## config.mk

```make
export PLATFORM = sky130hd
export DESIGN_NAME = ammc_core
export DESIGN_NICKNAME = d
export VERILOG_FILES = /design/src/hw/ammc_pkg.sv /design/src/hw/ammc_core.sv
export SDC_FILE = /design/constraint.sdc
export NUM_CORES = 1
export LEC_CHECK = 0
export ABC_CLOCK_PERIOD_IN_PS = 8600
export BUFFER_PORTS_ARGS = -buffer_cell sky130_fd_sc_hd__buf_4
export CAP_MARGIN = 25
export CORE_UTILIZATION = 25
export DETAILED_ROUTE_END_ITERATION = 12
export PLACE_DENSITY_LB_ADDON = 0.05
export REMOVE_ABC_BUFFERS = 1
export SYNTH_ARGS = -nofsm -noshare
export SYNTH_HDL_FRONTEND = slang
export SYNTH_SLANG_ARGS = --single-unit
```

## constraint.sdc

```tcl
create_clock -name clk -period 8.6 [get_ports clk]
set_input_delay 2.58 -clock clk [delete_from_list [all_inputs] [get_ports clk]]
set_output_delay 2.58 -clock clk [all_outputs]
set_load 0.01 [all_outputs]
```

## src/hw/ammc_pkg.sv

```systemverilog
package ammc_pkg;
  // register indices on the plain register port
  localparam logic [5:0] OFS_STOP_ZONE = 6'h09;
  localparam logic [5:0] OFS_PERIOD_SEL = 6'h0A;
  localparam logic [5:0] OFS_REFRESH_MULT = 6'h0B;
  localparam logic [5:0] OFS_SLEW = 6'h0C;
  localparam logic [5:0] OFS_LINK_RATE = 6'h0D;
  localparam logic [5:0] OFS_NODE_ID = 6'h0E;
  localparam logic [5:0] OFS_MODE_CTRL = 6'h0F;
  localparam logic [5:0] OFS_STAGE_CTRL = 6'h10;
  localparam logic [5:0] OFS_SETPOINT_H = 6'h11;
  localparam logic [5:0] OFS_SETPOINT_L = 6'h12;
  localparam logic [5:0] OFS_USER_FIRST = 6'h13;
  localparam logic [5:0] OFS_USER_LAST = 6'h22;
  localparam logic [5:0] OFS_CMD = 6'h23;
  localparam logic [5:0] OFS_TBL_ADDR_H = 6'h24;
  localparam logic [5:0] OFS_TBL_ADDR_L = 6'h25;
  localparam logic [5:0] OFS_TBL_DATA_H = 6'h26;
  localparam logic [5:0] OFS_TBL_DATA_L = 6'h27;
  localparam logic [5:0] OFS_DUTY_H = 6'h28;
  localparam logic [5:0] OFS_DUTY_L = 6'h29;
  localparam logic [5:0] OFS_STATUS_H = 6'h2A;
  localparam logic [5:0] OFS_STATUS_L = 6'h2B;
  localparam int NREG = 26;
  localparam int NCFG = 10;
  // factory defaults
  localparam logic [7:0] DEF_STOP_ZONE = 8'h04;
  localparam logic [7:0] DEF_PERIOD_SEL = 8'hFF;
  localparam logic [7:0] DEF_REFRESH_MULT = 8'h01;
  localparam logic [7:0] DEF_SLEW = 8'h04;
  localparam logic [7:0] DEF_LINK_RATE = 8'h00;
  localparam logic [7:0] DEF_NODE_ID = 8'h01;
  localparam logic [7:0] DEF_MODE_CTRL = 8'h00;
  localparam logic [7:0] DEF_STAGE_CTRL = 8'h03;
  localparam logic [7:0] DEF_SETPOINT = 8'h00;
  localparam logic [7:0] DEF_USER = 8'h00;
  localparam logic [7:0] BLANK_BYTE = 8'hFF;
  // mode_and_recovery_ctrl bits
  localparam int BIT_UNIPOLAR = 0;
  localparam int BIT_BIPOLAR = 1;
  localparam int BIT_SPEED = 2;
  localparam int BIT_TABLE = 3;
  localparam int BIT_ALL_RETRY = 4;
  localparam int BIT_OC_RETRY = 5;
  localparam int BIT_OT_RETRY = 6;
  localparam int BIT_BRAKE = 7;
  // commands
  localparam logic [7:0] CMD_STORE = 8'h01;
  localparam logic [7:0] CMD_DEFAULTS = 8'h02;
  localparam logic [7:0] CMD_TBL_RESTORE = 8'h03;
  // arithmetic
  localparam logic signed [11:0] BIP_MID = 12'h200;
  localparam logic signed [11:0] PWM_POS = 12'h3FF;
  localparam logic signed [11:0] PWM_NEG = 12'hC01;
  localparam logic [9:0] TBL_DEFAULT = 10'h000;
  localparam logic [10:0] NV_CFG_BASE = 11'h400;
  localparam logic [10:0] TBL_LAST = 11'h3FF;
  // timing
  localparam int CLK_NS = 10;
  localparam int UPDATE_BASE_NS = 833000;
  localparam int UPDATE_BASE_CYC = UPDATE_BASE_NS / CLK_NS;

  typedef logic signed [10:0] ammc_pwm_t;

  // request to the non-volatile store: table at 0..1023, config at 1024+
  typedef struct packed {
    logic rd;
    logic we;
    logic [10:0] addr;
    logic [9:0] wdata;
  } ammc_nv_req_s;

  function automatic logic [7:0] ammc_cfg_default(input int i);
    case (i)
      0: return DEF_STOP_ZONE;
      1: return DEF_PERIOD_SEL;
      2: return DEF_REFRESH_MULT;
      3: return DEF_SLEW;
      4: return DEF_LINK_RATE;
      5: return DEF_NODE_ID;
      6: return DEF_MODE_CTRL;
      7: return DEF_STAGE_CTRL;
      8: return DEF_SETPOINT;
      9: return DEF_SETPOINT;
      default: return DEF_USER;
    endcase
  endfunction : ammc_cfg_default
endpackage : ammc_pkg

```

## src/hw/ammc_core.sv

```systemverilog
// Behaviour
// bipolar: (sample-512)*2, saturated to -1023..+1023
// bipolar: midscale stops, lowest full reverse, highest full forward (code gives +1022 at the highest sample, not +1023)
// speed mode steps demand toward stored setpoint
// speed mode never drives reverse
// host should use slew one and long refresh in speed mode
// table mode: sample addresses 1024-entry signed table
// table writes persist; table restore reloads default entries
// table mode skips the slew limit
// retry-all bit: energize whenever bridge turns off
// overcurrent / overheat retry bits energize on those trips
// braking bit and zero demand: both low gates high
// braking clear and zero demand: both low gates low
// host loads setpoint only with 0..1023
// low setpoint byte holds low eight bits, high byte the rest
// sixteen user bytes saved by the store command
// load config at power-up; all ones means install defaults
// factory default values of the config bytes
// restore defaults leaves user bytes untouched
// bipolar demand passes stop-zone, slew and period scaling
// host sets at most one mode bit; none means direct duty
// stop-zone above sample forces zero in every mode
// slew-limited modes change at most slew per update
// one sample and one new demand per update interval
// mode changes apply at the next update
//
// Strobed register access is this design's own decision.
`timescale 1ns/10ps
module ammc_core #(
  parameter int BASE_CYC = ammc_pkg::UPDATE_BASE_CYC
) (
  input wire logic clk,
  input wire logic resetn,
  input wire logic [5:0] bus_addr,
  input wire logic [7:0] bus_wdata,
  input wire logic bus_wr,
  input wire logic bus_rd,
  output logic [7:0] bus_rdata,
  input wire logic [9:0] adc_sample,
  input wire logic bridge_on,
  input wire logic overcurrent_flag,
  input wire logic overheat_flag,
  output ammc_pkg::ammc_nv_req_s nv_req,
  input wire logic [9:0] nv_rdata,
  output ammc_pkg::ammc_pwm_t pwm_demand,
  output logic [9:0] pwm_duty,
  output logic low_side_gate_left,
  output logic low_side_gate_right,
  output logic energize_cmd,
  output logic busy
);
  import ammc_pkg::*;

  typedef enum logic [2:0] {
    ST_LOAD, ST_CHECK, ST_RUN, ST_STORE, ST_TRESTORE
  } ammc_state_e;

  ammc_state_e state;
  logic [10:0] cnt;
  logic ld_q;
  logic [4:0] ld_idx;
  logic all_blank;
  logic [7:0] cfg [0:NREG-1];
  logic [7:0] tbl_addr_h, tbl_addr_l, tbl_data_h;
  logic [7:0] duty_h, duty_l;
  logic [9:0] samp;
  logic [16:0] base_cnt;
  logic [7:0] mult_cnt;
  logic tick_pend, upd_s1, rty_q;

  // named views of the config bytes
  wire [7:0] stop_zone_width = cfg[0];
  wire [7:0] pwm_period_select = cfg[1];
  wire [7:0] refresh_multiplier = cfg[2];
  wire [7:0] slew_limit = cfg[3];
  wire [7:0] mode_and_recovery_ctrl = cfg[6];
  wire [9:0] setpoint = {cfg[8][1:0], cfg[9]};

  wire bipolar_analog_select = mode_and_recovery_ctrl[BIT_BIPOLAR];
  wire speed_regulate_select = mode_and_recovery_ctrl[BIT_SPEED];
  wire table_mode_select = mode_and_recovery_ctrl[BIT_TABLE];
  wire unipolar_analog_select = mode_and_recovery_ctrl[BIT_UNIPOLAR];
  wire overcurrent_reenergize = mode_and_recovery_ctrl[BIT_OC_RETRY];
  wire zero_pwm_braking = mode_and_recovery_ctrl[BIT_BRAKE];

  // register port decode
  wire run = (state == ST_RUN);
  wire in_cfg = (bus_addr >= OFS_STOP_ZONE) && (bus_addr <= OFS_USER_LAST);
  wire [5:0] rel = bus_addr - OFS_STOP_ZONE;
  wire [4:0] cfg_idx = rel[4:0];
  wire cfg_wr = bus_wr && run && in_cfg;
  wire cmd_wr = bus_wr && run && (bus_addr == OFS_CMD);
  wire do_store = cmd_wr && (bus_wdata == CMD_STORE);
  wire do_defaults = cmd_wr && (bus_wdata == CMD_DEFAULTS);
  wire do_trestore = cmd_wr && (bus_wdata == CMD_TBL_RESTORE);
  wire tw_go = bus_wr && run && (bus_addr == OFS_TBL_DATA_L);

  // power-up load walks the 26 stored bytes
  wire ld_rd = (state == ST_LOAD) && (cnt < 11'(NREG));
  wire ld_done = (state == ST_LOAD) && (cnt == 11'(NREG));
  wire first_start = (state == ST_CHECK) && all_blank;
  wire sanitize = (state == ST_CHECK) && !all_blank;
  wire [3:0] mbits = mode_and_recovery_ctrl[3:0];
  wire [3:0] mone = mbits & (~mbits + 4'h1);
  wire [7:0] mode_clean = {mode_and_recovery_ctrl[7:4], mone};

  // update interval: base period times multiplier
  wire [7:0] mult_eff = (refresh_multiplier == 8'h00) ? 8'h01 : refresh_multiplier;
  wire base_end = (base_cnt == 17'(BASE_CYC - 1));
  wire tick = base_end && ((mult_cnt + 8'h01) >= mult_eff);
  wire upd_go = tick_pend && run && !tw_go;

  // non-volatile request mux
  always_comb begin
    nv_req = '0;
    if (ld_rd) begin
      nv_req.rd = 1'b1;
      nv_req.addr = NV_CFG_BASE + cnt;
    end else if (state == ST_STORE) begin
      nv_req.we = 1'b1;
      nv_req.addr = NV_CFG_BASE + cnt;
      nv_req.wdata = {2'b00, cfg[cnt[4:0]]};
    end else if (state == ST_TRESTORE) begin
      nv_req.we = 1'b1;
      nv_req.addr = cnt;
      nv_req.wdata = TBL_DEFAULT;
    end else if (tw_go) begin
      nv_req.we = 1'b1;
      nv_req.addr = {1'b0, tbl_addr_h[1:0], tbl_addr_l};
      nv_req.wdata = {tbl_data_h[1:0], bus_wdata};
    end else if (upd_go) begin
      nv_req.rd = table_mode_select;
      nv_req.addr = {1'b0, adc_sample};
    end
  end

  // control sequencer
  always_ff @(posedge clk) begin
    if (!resetn) begin
      state <= ST_LOAD;
      cnt <= '0;
    end else begin
      case (state)
        ST_LOAD: begin
          cnt <= cnt + 11'h001;
          if (ld_done) begin
            state <= ST_CHECK;
          end
        end
        ST_CHECK: begin
          state <= ST_RUN;
          cnt <= '0;
        end
        ST_RUN: begin
          cnt <= '0;
          if (do_store) begin
            state <= ST_STORE;
          end else if (do_trestore) begin
            state <= ST_TRESTORE;
          end
        end
        ST_STORE: begin
          cnt <= cnt + 11'h001;
          if (cnt == 11'(NREG - 1)) begin
            state <= ST_RUN;
          end
        end
        ST_TRESTORE: begin
          cnt <= cnt + 11'h001;
          if (cnt == TBL_LAST) begin
            state <= ST_RUN;
          end
        end
        default: begin
          state <= ST_LOAD;
          cnt <= '0;
        end
      endcase
    end
  end

  // capture of stored bytes and blank detection
  always_ff @(posedge clk) begin
    if (!resetn) begin
      ld_q <= 1'b0;
      ld_idx <= '0;
      all_blank <= 1'b1;
    end else begin
      ld_q <= ld_rd;
      ld_idx <= cnt[4:0];
      if (ld_q && (ld_idx < 5'(NCFG)) && (nv_rdata[7:0] != BLANK_BYTE)) begin
        all_blank <= 1'b0;
      end
    end
  end

  // one config byte per entry
  genvar gi;
  generate
    for (gi = 0; gi < NREG; gi++) begin : g_cfg
      localparam logic [7:0] DEF = ammc_cfg_default(gi);
      localparam bit IS_CFG = (gi < NCFG);
      always_ff @(posedge clk) begin
        if (!resetn) begin
          cfg[gi] <= DEF;
        end else if (ld_q && (ld_idx == 5'(gi))) begin
          cfg[gi] <= nv_rdata[7:0];
        end else if (IS_CFG && (first_start || do_defaults)) begin
          cfg[gi] <= DEF;
        end else if (sanitize && (gi == 6)) begin
          cfg[gi] <= mode_clean;
        end else if (cfg_wr && (cfg_idx == 5'(gi))) begin
          cfg[gi] <= bus_wdata;
        end
      end
    end
  endgenerate

  // table access and direct duty registers
  always_ff @(posedge clk) begin
    if (!resetn) begin
      tbl_addr_h <= '0;
      tbl_addr_l <= '0;
      tbl_data_h <= '0;
      duty_h <= '0;
      duty_l <= '0;
    end else if (bus_wr && run) begin
      if (bus_addr == OFS_TBL_ADDR_H) tbl_addr_h <= bus_wdata;
      if (bus_addr == OFS_TBL_ADDR_L) tbl_addr_l <= bus_wdata;
      if (bus_addr == OFS_TBL_DATA_H) tbl_data_h <= bus_wdata;
      if (bus_addr == OFS_DUTY_H) duty_h <= bus_wdata;
      if (bus_addr == OFS_DUTY_L) duty_l <= bus_wdata;
    end
  end

  // update timer and pending update
  always_ff @(posedge clk) begin
    if (!resetn) begin
      base_cnt <= '0;
      mult_cnt <= '0;
      tick_pend <= 1'b0;
      upd_s1 <= 1'b0;
      samp <= '0;
    end else begin
      base_cnt <= base_end ? 17'h0_0000 : base_cnt + 17'h0_0001;
      if (tick) begin
        mult_cnt <= '0;
      end else if (base_end) begin
        mult_cnt <= mult_cnt + 8'h01;
      end
      tick_pend <= tick || (tick_pend && !upd_go);
      upd_s1 <= upd_go;
      if (upd_go) begin
        samp <= adc_sample;
      end
    end
  end

  // demand computation, evaluated on the cycle after the sample
  wire signed [11:0] cur = 12'(pwm_demand);
  wire signed [11:0] samp_s = $signed({2'b00, samp});
  wire signed [12:0] bip_raw = 13'(samp_s - BIP_MID) <<< 1;
  wire signed [11:0] bip_t = (bip_raw < 13'(PWM_NEG)) ? PWM_NEG :
                             (bip_raw > 13'(PWM_POS)) ? PWM_POS :
                             bip_raw[11:0];
  wire signed [11:0] slew_s = $signed({4'h0, slew_limit});
  wire signed [11:0] sp_s = $signed({2'b00, setpoint});
  wire signed [11:0] spd_raw = (samp_s < sp_s) ? cur + slew_s :
                               (samp_s > sp_s) ? cur - slew_s : cur;
  wire signed [11:0] spd_t = (spd_raw < 12'sh000) ? 12'h000 :
                             (spd_raw > PWM_POS) ? PWM_POS : spd_raw;
  wire signed [11:0] tbl_t = 12'($signed(nv_rdata));
  wire signed [11:0] dir_t = 12'($signed({duty_h[2:0], duty_l}));
  wire signed [11:0] lim_t = bipolar_analog_select ? bip_t : samp_s;
  wire signed [11:0] step = lim_t - cur;
  wire signed [11:0] stepped = (step > slew_s) ? cur + slew_s :
                               (step < -slew_s) ? cur - slew_s : lim_t;
  wire signed [11:0] dir_c = (dir_t > PWM_POS) ? PWM_POS :
                             (dir_t < PWM_NEG) ? PWM_NEG : dir_t;
  wire signed [11:0] mode_t = table_mode_select ? tbl_t :
                              speed_regulate_select ? spd_t :
                              (bipolar_analog_select || unipolar_analog_select) ?
                              stepped : dir_c;
  wire stop = ({2'b00, stop_zone_width} > samp);
  wire signed [11:0] next_demand = stop ? 12'h000 : mode_t;

  // output scaling by the period select
  wire [9:0] mag = pwm_demand[10] ? 10'(-pwm_demand) : pwm_demand[9:0];
  wire [18:0] scaled = mag * ({1'b0, pwm_period_select} + 9'h001);
  wire pwm_zero = (pwm_demand == 11'h000);

  // retry condition for the power stage
  wire rty = run && ((mode_and_recovery_ctrl[BIT_ALL_RETRY] && !bridge_on) ||
                     (overcurrent_reenergize && overcurrent_flag) ||
                     (mode_and_recovery_ctrl[BIT_OT_RETRY] && overheat_flag));

  // demand and drive outputs
  always_ff @(posedge clk) begin
    if (!resetn) begin
      pwm_demand <= '0;
      pwm_duty <= '0;
      low_side_gate_left <= 1'b0;
      low_side_gate_right <= 1'b0;
      energize_cmd <= 1'b0;
      rty_q <= 1'b0;
    end else begin
      if (upd_s1) begin
        pwm_demand <= next_demand[10:0];
      end
      pwm_duty <= scaled[17:8];
      low_side_gate_left <= pwm_zero && zero_pwm_braking;
      low_side_gate_right <= pwm_zero && zero_pwm_braking;
      rty_q <= rty;
      energize_cmd <= rty && !rty_q;
    end
  end

  // read data mux
  wire [7:0] rd_mux = in_cfg ? cfg[cfg_idx] :
                      (bus_addr == OFS_TBL_ADDR_H) ? tbl_addr_h :
                      (bus_addr == OFS_TBL_ADDR_L) ? tbl_addr_l :
                      (bus_addr == OFS_TBL_DATA_H) ? tbl_data_h :
                      (bus_addr == OFS_DUTY_H) ? duty_h :
                      (bus_addr == OFS_DUTY_L) ? duty_l :
                      (bus_addr == OFS_STATUS_H) ? {!run, 4'h0, pwm_demand[10:8]} :
                      (bus_addr == OFS_STATUS_L) ? pwm_demand[7:0] : 8'h00;

  // registered read answer
  always_ff @(posedge clk) begin
    if (!resetn) begin
      bus_rdata <= '0;
    end else begin
      bus_rdata <= bus_rd ? rd_mux : 8'h00;
    end
  end

  assign busy = !run;
endmodule : ammc_core

```

==> results of run 1 <==
## state kept, by name, indices dropped and copies added (netlist names), 3 cells and up
register	cells
base_cnt	17
bus_rdata	8
cfg	208
cnt	11
duty_h	8
duty_l	8
ld_idx	5
mult_cnt	8
pwm_demand	11
pwm_duty	10
samp	10
state	3
tbl_addr_h	8
tbl_addr_l	8
tbl_data_h	8
## worst min-delay path by stage
stage / start / to / slack (ns) / cells past startpoint
2_1_floorplan: rty_q / energize_cmd / 0.37 / 1
3_3_place_gp: duty_h[3] / duty_h[3] / 0.44 / 2
3_5_place_dp: rty_q / energize_cmd / 0.44 / 1
4_1_cts: tbl_addr_h[2] / tbl_addr_h[2] / 0.46 / 2
5_1_grt: rty_q / energize_cmd / 0.46 / 1
6_report: duty_h[7] / duty_h[7] / 0.46 / 2
## Yosys cell counts (33+ instances only)
master / n
a21oi_1: 157
a22o_1: 190
and3_1: 44
clkbuf_1: 129
dfxtp_1: 130
edfxtp_1: 208
fa_1: 58
ha_1: 119
inv_1: 148
mux4_2: 112
nand2_1: 236
nand3_1: 90
nor2_1: 190
nor2b_1: 36
nor3_1: 45
o21ai_0: 51
xnor2_1: 64
xor2_1: 33
## logic make-up after synthesis
group,share of synthesized area [%]
flops,35.50
simple gates,15.21
fa+ha+maj,10.63
buf+inv,5.577
compound gates,18.30
mux,11.38
xor+xnor,3.409
## per-layer routing
metal  GRT usage [%]  up-vias  wire length, um
met5               0        -                0
met4           5.782        0             2737
met3           2.375      131             5095
met2           35.68      659            52480
met1           28.81    10765            48800
li1                -     9303                -
## placed cells by master (no fill, tap or decap), drive strengths merged, types with 112 or more instances in the layout
master | netlist | routed
nor2 | 191 | 191
ha | 119 | 119
inv | 148 | 149
mux4 | 112 | 112
a21oi | 157 | 157
dfxtp | 130 | 130
a22o | 190 | 190
edfxtp | 208 | 208
nand2 | 237 | 237
buf | 68 | 135
## worst register-to-register path: cells and delay by family (launching register included)
| family | cells | cell delay, ns |
|---|---|---|
| AOI/OAI and AO/OA | 7 | 1.77 |
| xor gates and xnor gates | 2 | 0.48 |
| adders and majority gates | 6 | 2.46 |
| buffers and inverters | 4 | 0.52 |
| DFF | 1 | 0.75 |
| and+or+nand+nor | 3 | 0.66 |
## layout make-up
cell class / count / area [um2] / area share, %
multi-input combinational: 1826 / 14730 / 52.02
timing repair buffer: 136 / 1044 / 3.686
sequential: 338 / 8853 / 31.27
tap: 1287 / 1610 / 5.687
inverter: 149 / 559.3 / 1.975
clock buffer: 67 / 1343 / 4.742
clock inverter: 18 / 168.9 / 0.5966
antenna: 3 / 7.507 / 0.02651
## where the power goes
part           total (mW)  switching, mW  leakage [nW]  internal, mW
clock                1.97          0.823         0.745          1.15
combinational       0.801          0.512          6.78         0.289
sequential           1.87         0.0914          3.16          1.78
## through the flow
stage	cell area [um2]	util, %	hold slack [ns]	setup WS (ns)	total power [mW]
floorplan	24090	-	0.3749	1.695	2.282
global placement	26770	27.16	0.4421	1.375	2.703
detailed placement	26790	27.18	0.4409	1.237	2.702
CTS	28300	28.71	0.4571	1.234	4.696
global route	28310	28.72	0.4634	1.008	4.789
finish	28310	28.73	0.4563	1.231	4.638
==> impl_results.md, run 1 <==
- WL per Instance: 28.53 um
- Post-synthesis sequential area ratio: 35.50%
- Tcrit/Tclk final: 85.69%
- Top post-synthesis cells by area: edfxtp_1 (25%), dfxtp_1 (10%), mux4_2 (10%)
- Antenna viol nets, final: 0
- Via/cell ratio: 5.454
- Yosys top cell by area: edfxtp_1
- YS warnings: 0
- Clock transition at path regs: 0.05 ns
- Mean Syn Cell Area: 9.930 um2
- Hold Crit Class: reg2reg
- Worst EP required: 6.02 ns
- CTS tree: built
- Final Hold Viols: 0
- CP Max Fanout: 16
- Bufs and invs on worst path: 2
- Worst setup SP type: input port
- Depth of the worst register-to-register path: 22
- RSZ-0062 raised after global routing: no
- First-pass GRT wire length: 156400 um
- Initial antenna violation count: 3
- Leakage: 10.69 nW
- TNS Setup: 0 ns
- Die area: 101000 um2
- FF-to-FF setup slack: 1.81 ns
- GRT overflow: 0
- Asr flop ratio synth: 0%
- # IOs: 97
- Max IR drop VDD: 0.1125 mV
- # setup viols final: 0
- Critical path, cell by cell: buf_4, nor4bb_1, and3_1, nor2_1, nand2_1, nand2_1, buf_4
- Post-synth top flop: edfxtp_1
- Worst Setup SP: bus_addr[2]
- Yosys reg bits: 338
- Largest net degree at the start of global routing: 58
- Critical path's slowest cell: nor4bb_1
- Slew headroom: 31.58%
- NumNets Final: 2715
- Share of post-route cells with drive strength above 1: 14.01%
- Synth Cell Area: 24920 um2
- Total number of vias: 20858
- CTS root buffer: clkbuf_16
- Crit Reg-Reg Endpoint: pwm_duty[9]
- DRC Markers: 0
- Layout area overhead: 13.60%
- 1st-pass router iterations: 5
- Number of synthesized flops with an enable pin: 208
- CP Class: in2out
- Max Fclk: 135.7 MHz
- Launching point of the worst reg2reg path: pwm_demand[0]
- Power density over cell area: 163.8 nW/um2
- Fill count: 10298
- Yosys top cell area share: 25.06%
- Die Width: 317.7 um
- Starting DRT DRC Count: 1789
- Vias in the first global route: 20916
- CP endpoint: nv_req[10]
- Post-Syn Instances: 2510
- Max-cap viol count: 0
- Layout Cells excl Fill: 3824
- Fin crit period: 7.369 ns
- Post-CTS setup buffer count: 0
- CTS Buffer Depth: 3
- Worst-margin pin slew: 1.017 ns
- Worst Skew: 0.03417 ns
- H-tree levels: 2
- Arrival @ worst endpoint: 4.79 ns
- Kind of cell adding the most delay to the critical path: simple AND/OR/NAND/NOR gates
- Critical Path End Type: primary output
- Routability cong.: 0.8485
- Hold-fix buffers, CTS: 0
- Post-CTS sizing: 0
- Core ar.: 98560 um2
- Crit-path max cell delay: 0.72 ns
- Post-synth cell types: 87
- IO buf count: 96
- Outcome: finished, final reports clean
- Global Route Usage Sum: 21.26%
- Clock latency on the worst-skew pair: 0.63 ns
- CTS Buf Count: 46
- DRT Wirelength: 109100 um
- Initial Util: 25.29%
- Crit path depth: 7
- Num rows: 115
- Placed cells: 3735
- Die height: 317.7 um
- CTS sink count: 338
- Detail Placement HPWL: 77960 um
- Fin. max-slew vios: 0
Power figures use the tool's default switching activity.
==> inputs of run 2 (changes only) <==
- ABC_CLOCK_PERIOD_IN_PS: 8600 -> 6070
- GPL_ROUTABILITY_DRIVEN: unset -> 0
- clock period: 8.6 -> 6.07 ns (I/O delays scaled with it)
==> run 2 against run 1 <==
Compared with the run above: total power rose by 41%; worst hold slack got worse by 0.061 ns; final cell count rose by 1.5%; non-clock buffer count rose by 61; clock power rose by 38%; sequential power rose by 41%; via count rose by 1.9%; largest power group unchanged.
==> impl_results.md, run 2 (synthesis results as in run 1) <==
- Outcome: finished, final reports clean
- Max Fclk: 177.5 MHz
- Leading cell type in the layout, fill and taps excluded: nand2_1
- Antenna viol nets, final: 0 (unchanged)
- Initial Util: 25.29% (unchanged)
- Hold-fix buffers, CTS: 0 (unchanged)
- Total number of vias: 21248 (+1.9%)
- CTS Buffer Depth: 3 (unchanged)
- Max IR drop VDD: 0.1967 mV (+75%)
- Initial antenna violation count: 6 (+3)
- Final Hold Viols: 0 (unchanged)
- CTS root buffer: clkbuf_16
- 1st-pass router iterations: 6 (+1)
- Die height: 317.7 um (unchanged)
- Slew headroom: 30.86% (-0.72 points)
- Tcrit/Tclk final: 92.79%
- CTS Buf Count: 46 (unchanged)
- Detail Placement HPWL: 81430 um (+4.4%)
- Final Cell Area: 28720 um2 (+1.4%)
- GRT overflow: 0 (unchanged)
- CTS sink count: 338 (unchanged)
- Num rows: 115 (unchanged)
- Biggest regs: cfg x208, base_cnt x17
- Largest net degree at the start of global routing: 43 (-26%)
- Max-cap viol count: 0 (unchanged)
- ANT cells: 0 (-3)
- H-tree levels: 2 (unchanged)
- IO buf count: 96 (unchanged)
- Critical Path End Type: register
- Final Util: 29.13% (+0.41 points)
- Via/cell ratio: 5.476 (+0.40%)
- Starting DRT DRC Count: 1891 (+5.7%)
- CTS tree: built
- WL per Instance: 28.99 um (+1.6%)
- Core ar.: 98560 um2 (unchanged)
- Leakage: 10.99 nW (+2.9%)
- Vias in the first global route: 21479 (+2.7%)
- Fin crit period: 5.632 ns
- Clock transition at path regs: 0.06 ns (about the same)
- Placed inst area: 27210 um2 (+1.6%)
- Clock latency on the worst-skew pair: 0.65 ns (+0.02 ns)
- # setup viols final: 0 (unchanged)
- Worst Skew: 0.03904 ns (+0.004875 ns)
- Max reg flops: 208 (unchanged)
- Worst EP required: 6.55 ns (+0.53 ns)
- Die area: 101000 um2 (unchanged)
- Worst setup SP type: register
- CP Max Fanout: 10 (-6)
- Most frequent cells in the layout: nand2_1 (236), edfxtp_1 (208), buf_4 (194), nor2_1 (190), a22o_1 (190)
- Share of post-route cells with drive strength above 1: 16.04% (+2.0 points)
- CP Class: reg2reg
- First-pass GRT wire length: 159400 um (+1.9%)
- DRC Markers: 0 (unchanged)
- Hold Crit Class: reg2reg
- Die Width: 317.7 um (unchanged)
- Worst-margin pin slew: 1.036 ns (+0.01873 ns)
- Global Route Usage Sum: 21.79% (+0.53 points)
- NumNets Final: 2776 (+2.2%)
- Power density over cell area: 227.6 nW/um2 (+39%)
- DRT Wirelength: 112500 um (+3.1%)
- Arrival @ worst endpoint: 6.11 ns (+1.32 ns)
- Fin. max-slew vios: 0 (unchanged)
- Layout area overhead: 15.21%
- Biggest register: cfg
- Hold_ws: 0.3951 ns (-0.06121 ns)
- RSZ-0062 raised after global routing: yes
- # IOs: 97 (unchanged)
[run 2: metrics by stage]
step / TNS, ns / instances / power, mW / worst slack [ns]
detailed placement: 0 / 3795 / 3.857 / 0.1729
global placement: 0 / 3794 / 3.862 / 0.1379
global route: -0.008017 / 3880 / 6.740 / -0.008017
finish: 0 / 3880 / 6.534 / 0.4377
floorplan: 0 / 2313 / 3.233 / 0.3155
CTS: 0 / 3878 / 6.607 / 0.1608
[run 2: repair_timing]
item | 4_1_cts | 5_1_grt
setup endpoints to repair | 0 | 5
setup buffers | 0 | 1
resized for setup | 0 | 5
[run 2: worst paths after layout]
check | startpoint | endpoint | slack (ns) | cells past startpoint
worst min register to register | rty_q | energize_cmd | 0.40 | 1
worst max register to register | samp[2] | pwm_demand[9] | 0.44 | 22
worst min-delay path | rty_q | energize_cmd | 0.40 | 1
worst max-delay path | samp[2] | pwm_demand[9] | 0.44 | 22
[run 2: report_power, final]
group	internal (mW)	switching, mW
sequential	2.52	0.113
clock	1.55	1.17
combinational	0.431	0.752
total	4.50	2.04
[run 2: cell type report]
cell class / count / area, um2
clock buffer: 59 / 1260
tap: 1287 / 1610
timing repair buffer: 197 / 1489
inverter: 149 / 559.3
clock inverter: 24 / 198.9
multi-input combinational: 1826 / 14740
sequential: 338 / 8853
fill: 10299 / 69850
[run 2: critical path: stages (launching register included)]
cell and delay (ns):
dfxtp_1 0.36, nor4_1 0.35, a41o_1 0.22, ha_1 0.35
nor2_1 0.09, a21oi_1 0.37, inv_1 0.14, ha_1 0.36
a2111o_1 0.35, o21ai_0 0.09, a21o_1 0.19, xnor2_1 0.18
ha_1 0.30, nand2_1 0.08, nor2_1 0.04, a2111oi_0 0.36
a21oi_1 0.25, o31ai_1 0.43, nor3_1 0.09, buf_4 0.19
nor3_1 0.18, o31ai_1 0.09, a221o_1 0.42
[run 2: metal layers]
| metal | share of wire, % | GRT usage, % |
|---|---|---|
| met4 | 2.9 | 6.818 |
| met3 | 4.7 | 2.649 |
| met5 | 0 | 0 |
| met2 | 48 | 36.96 |
| met1 | 44 | 28.74 |
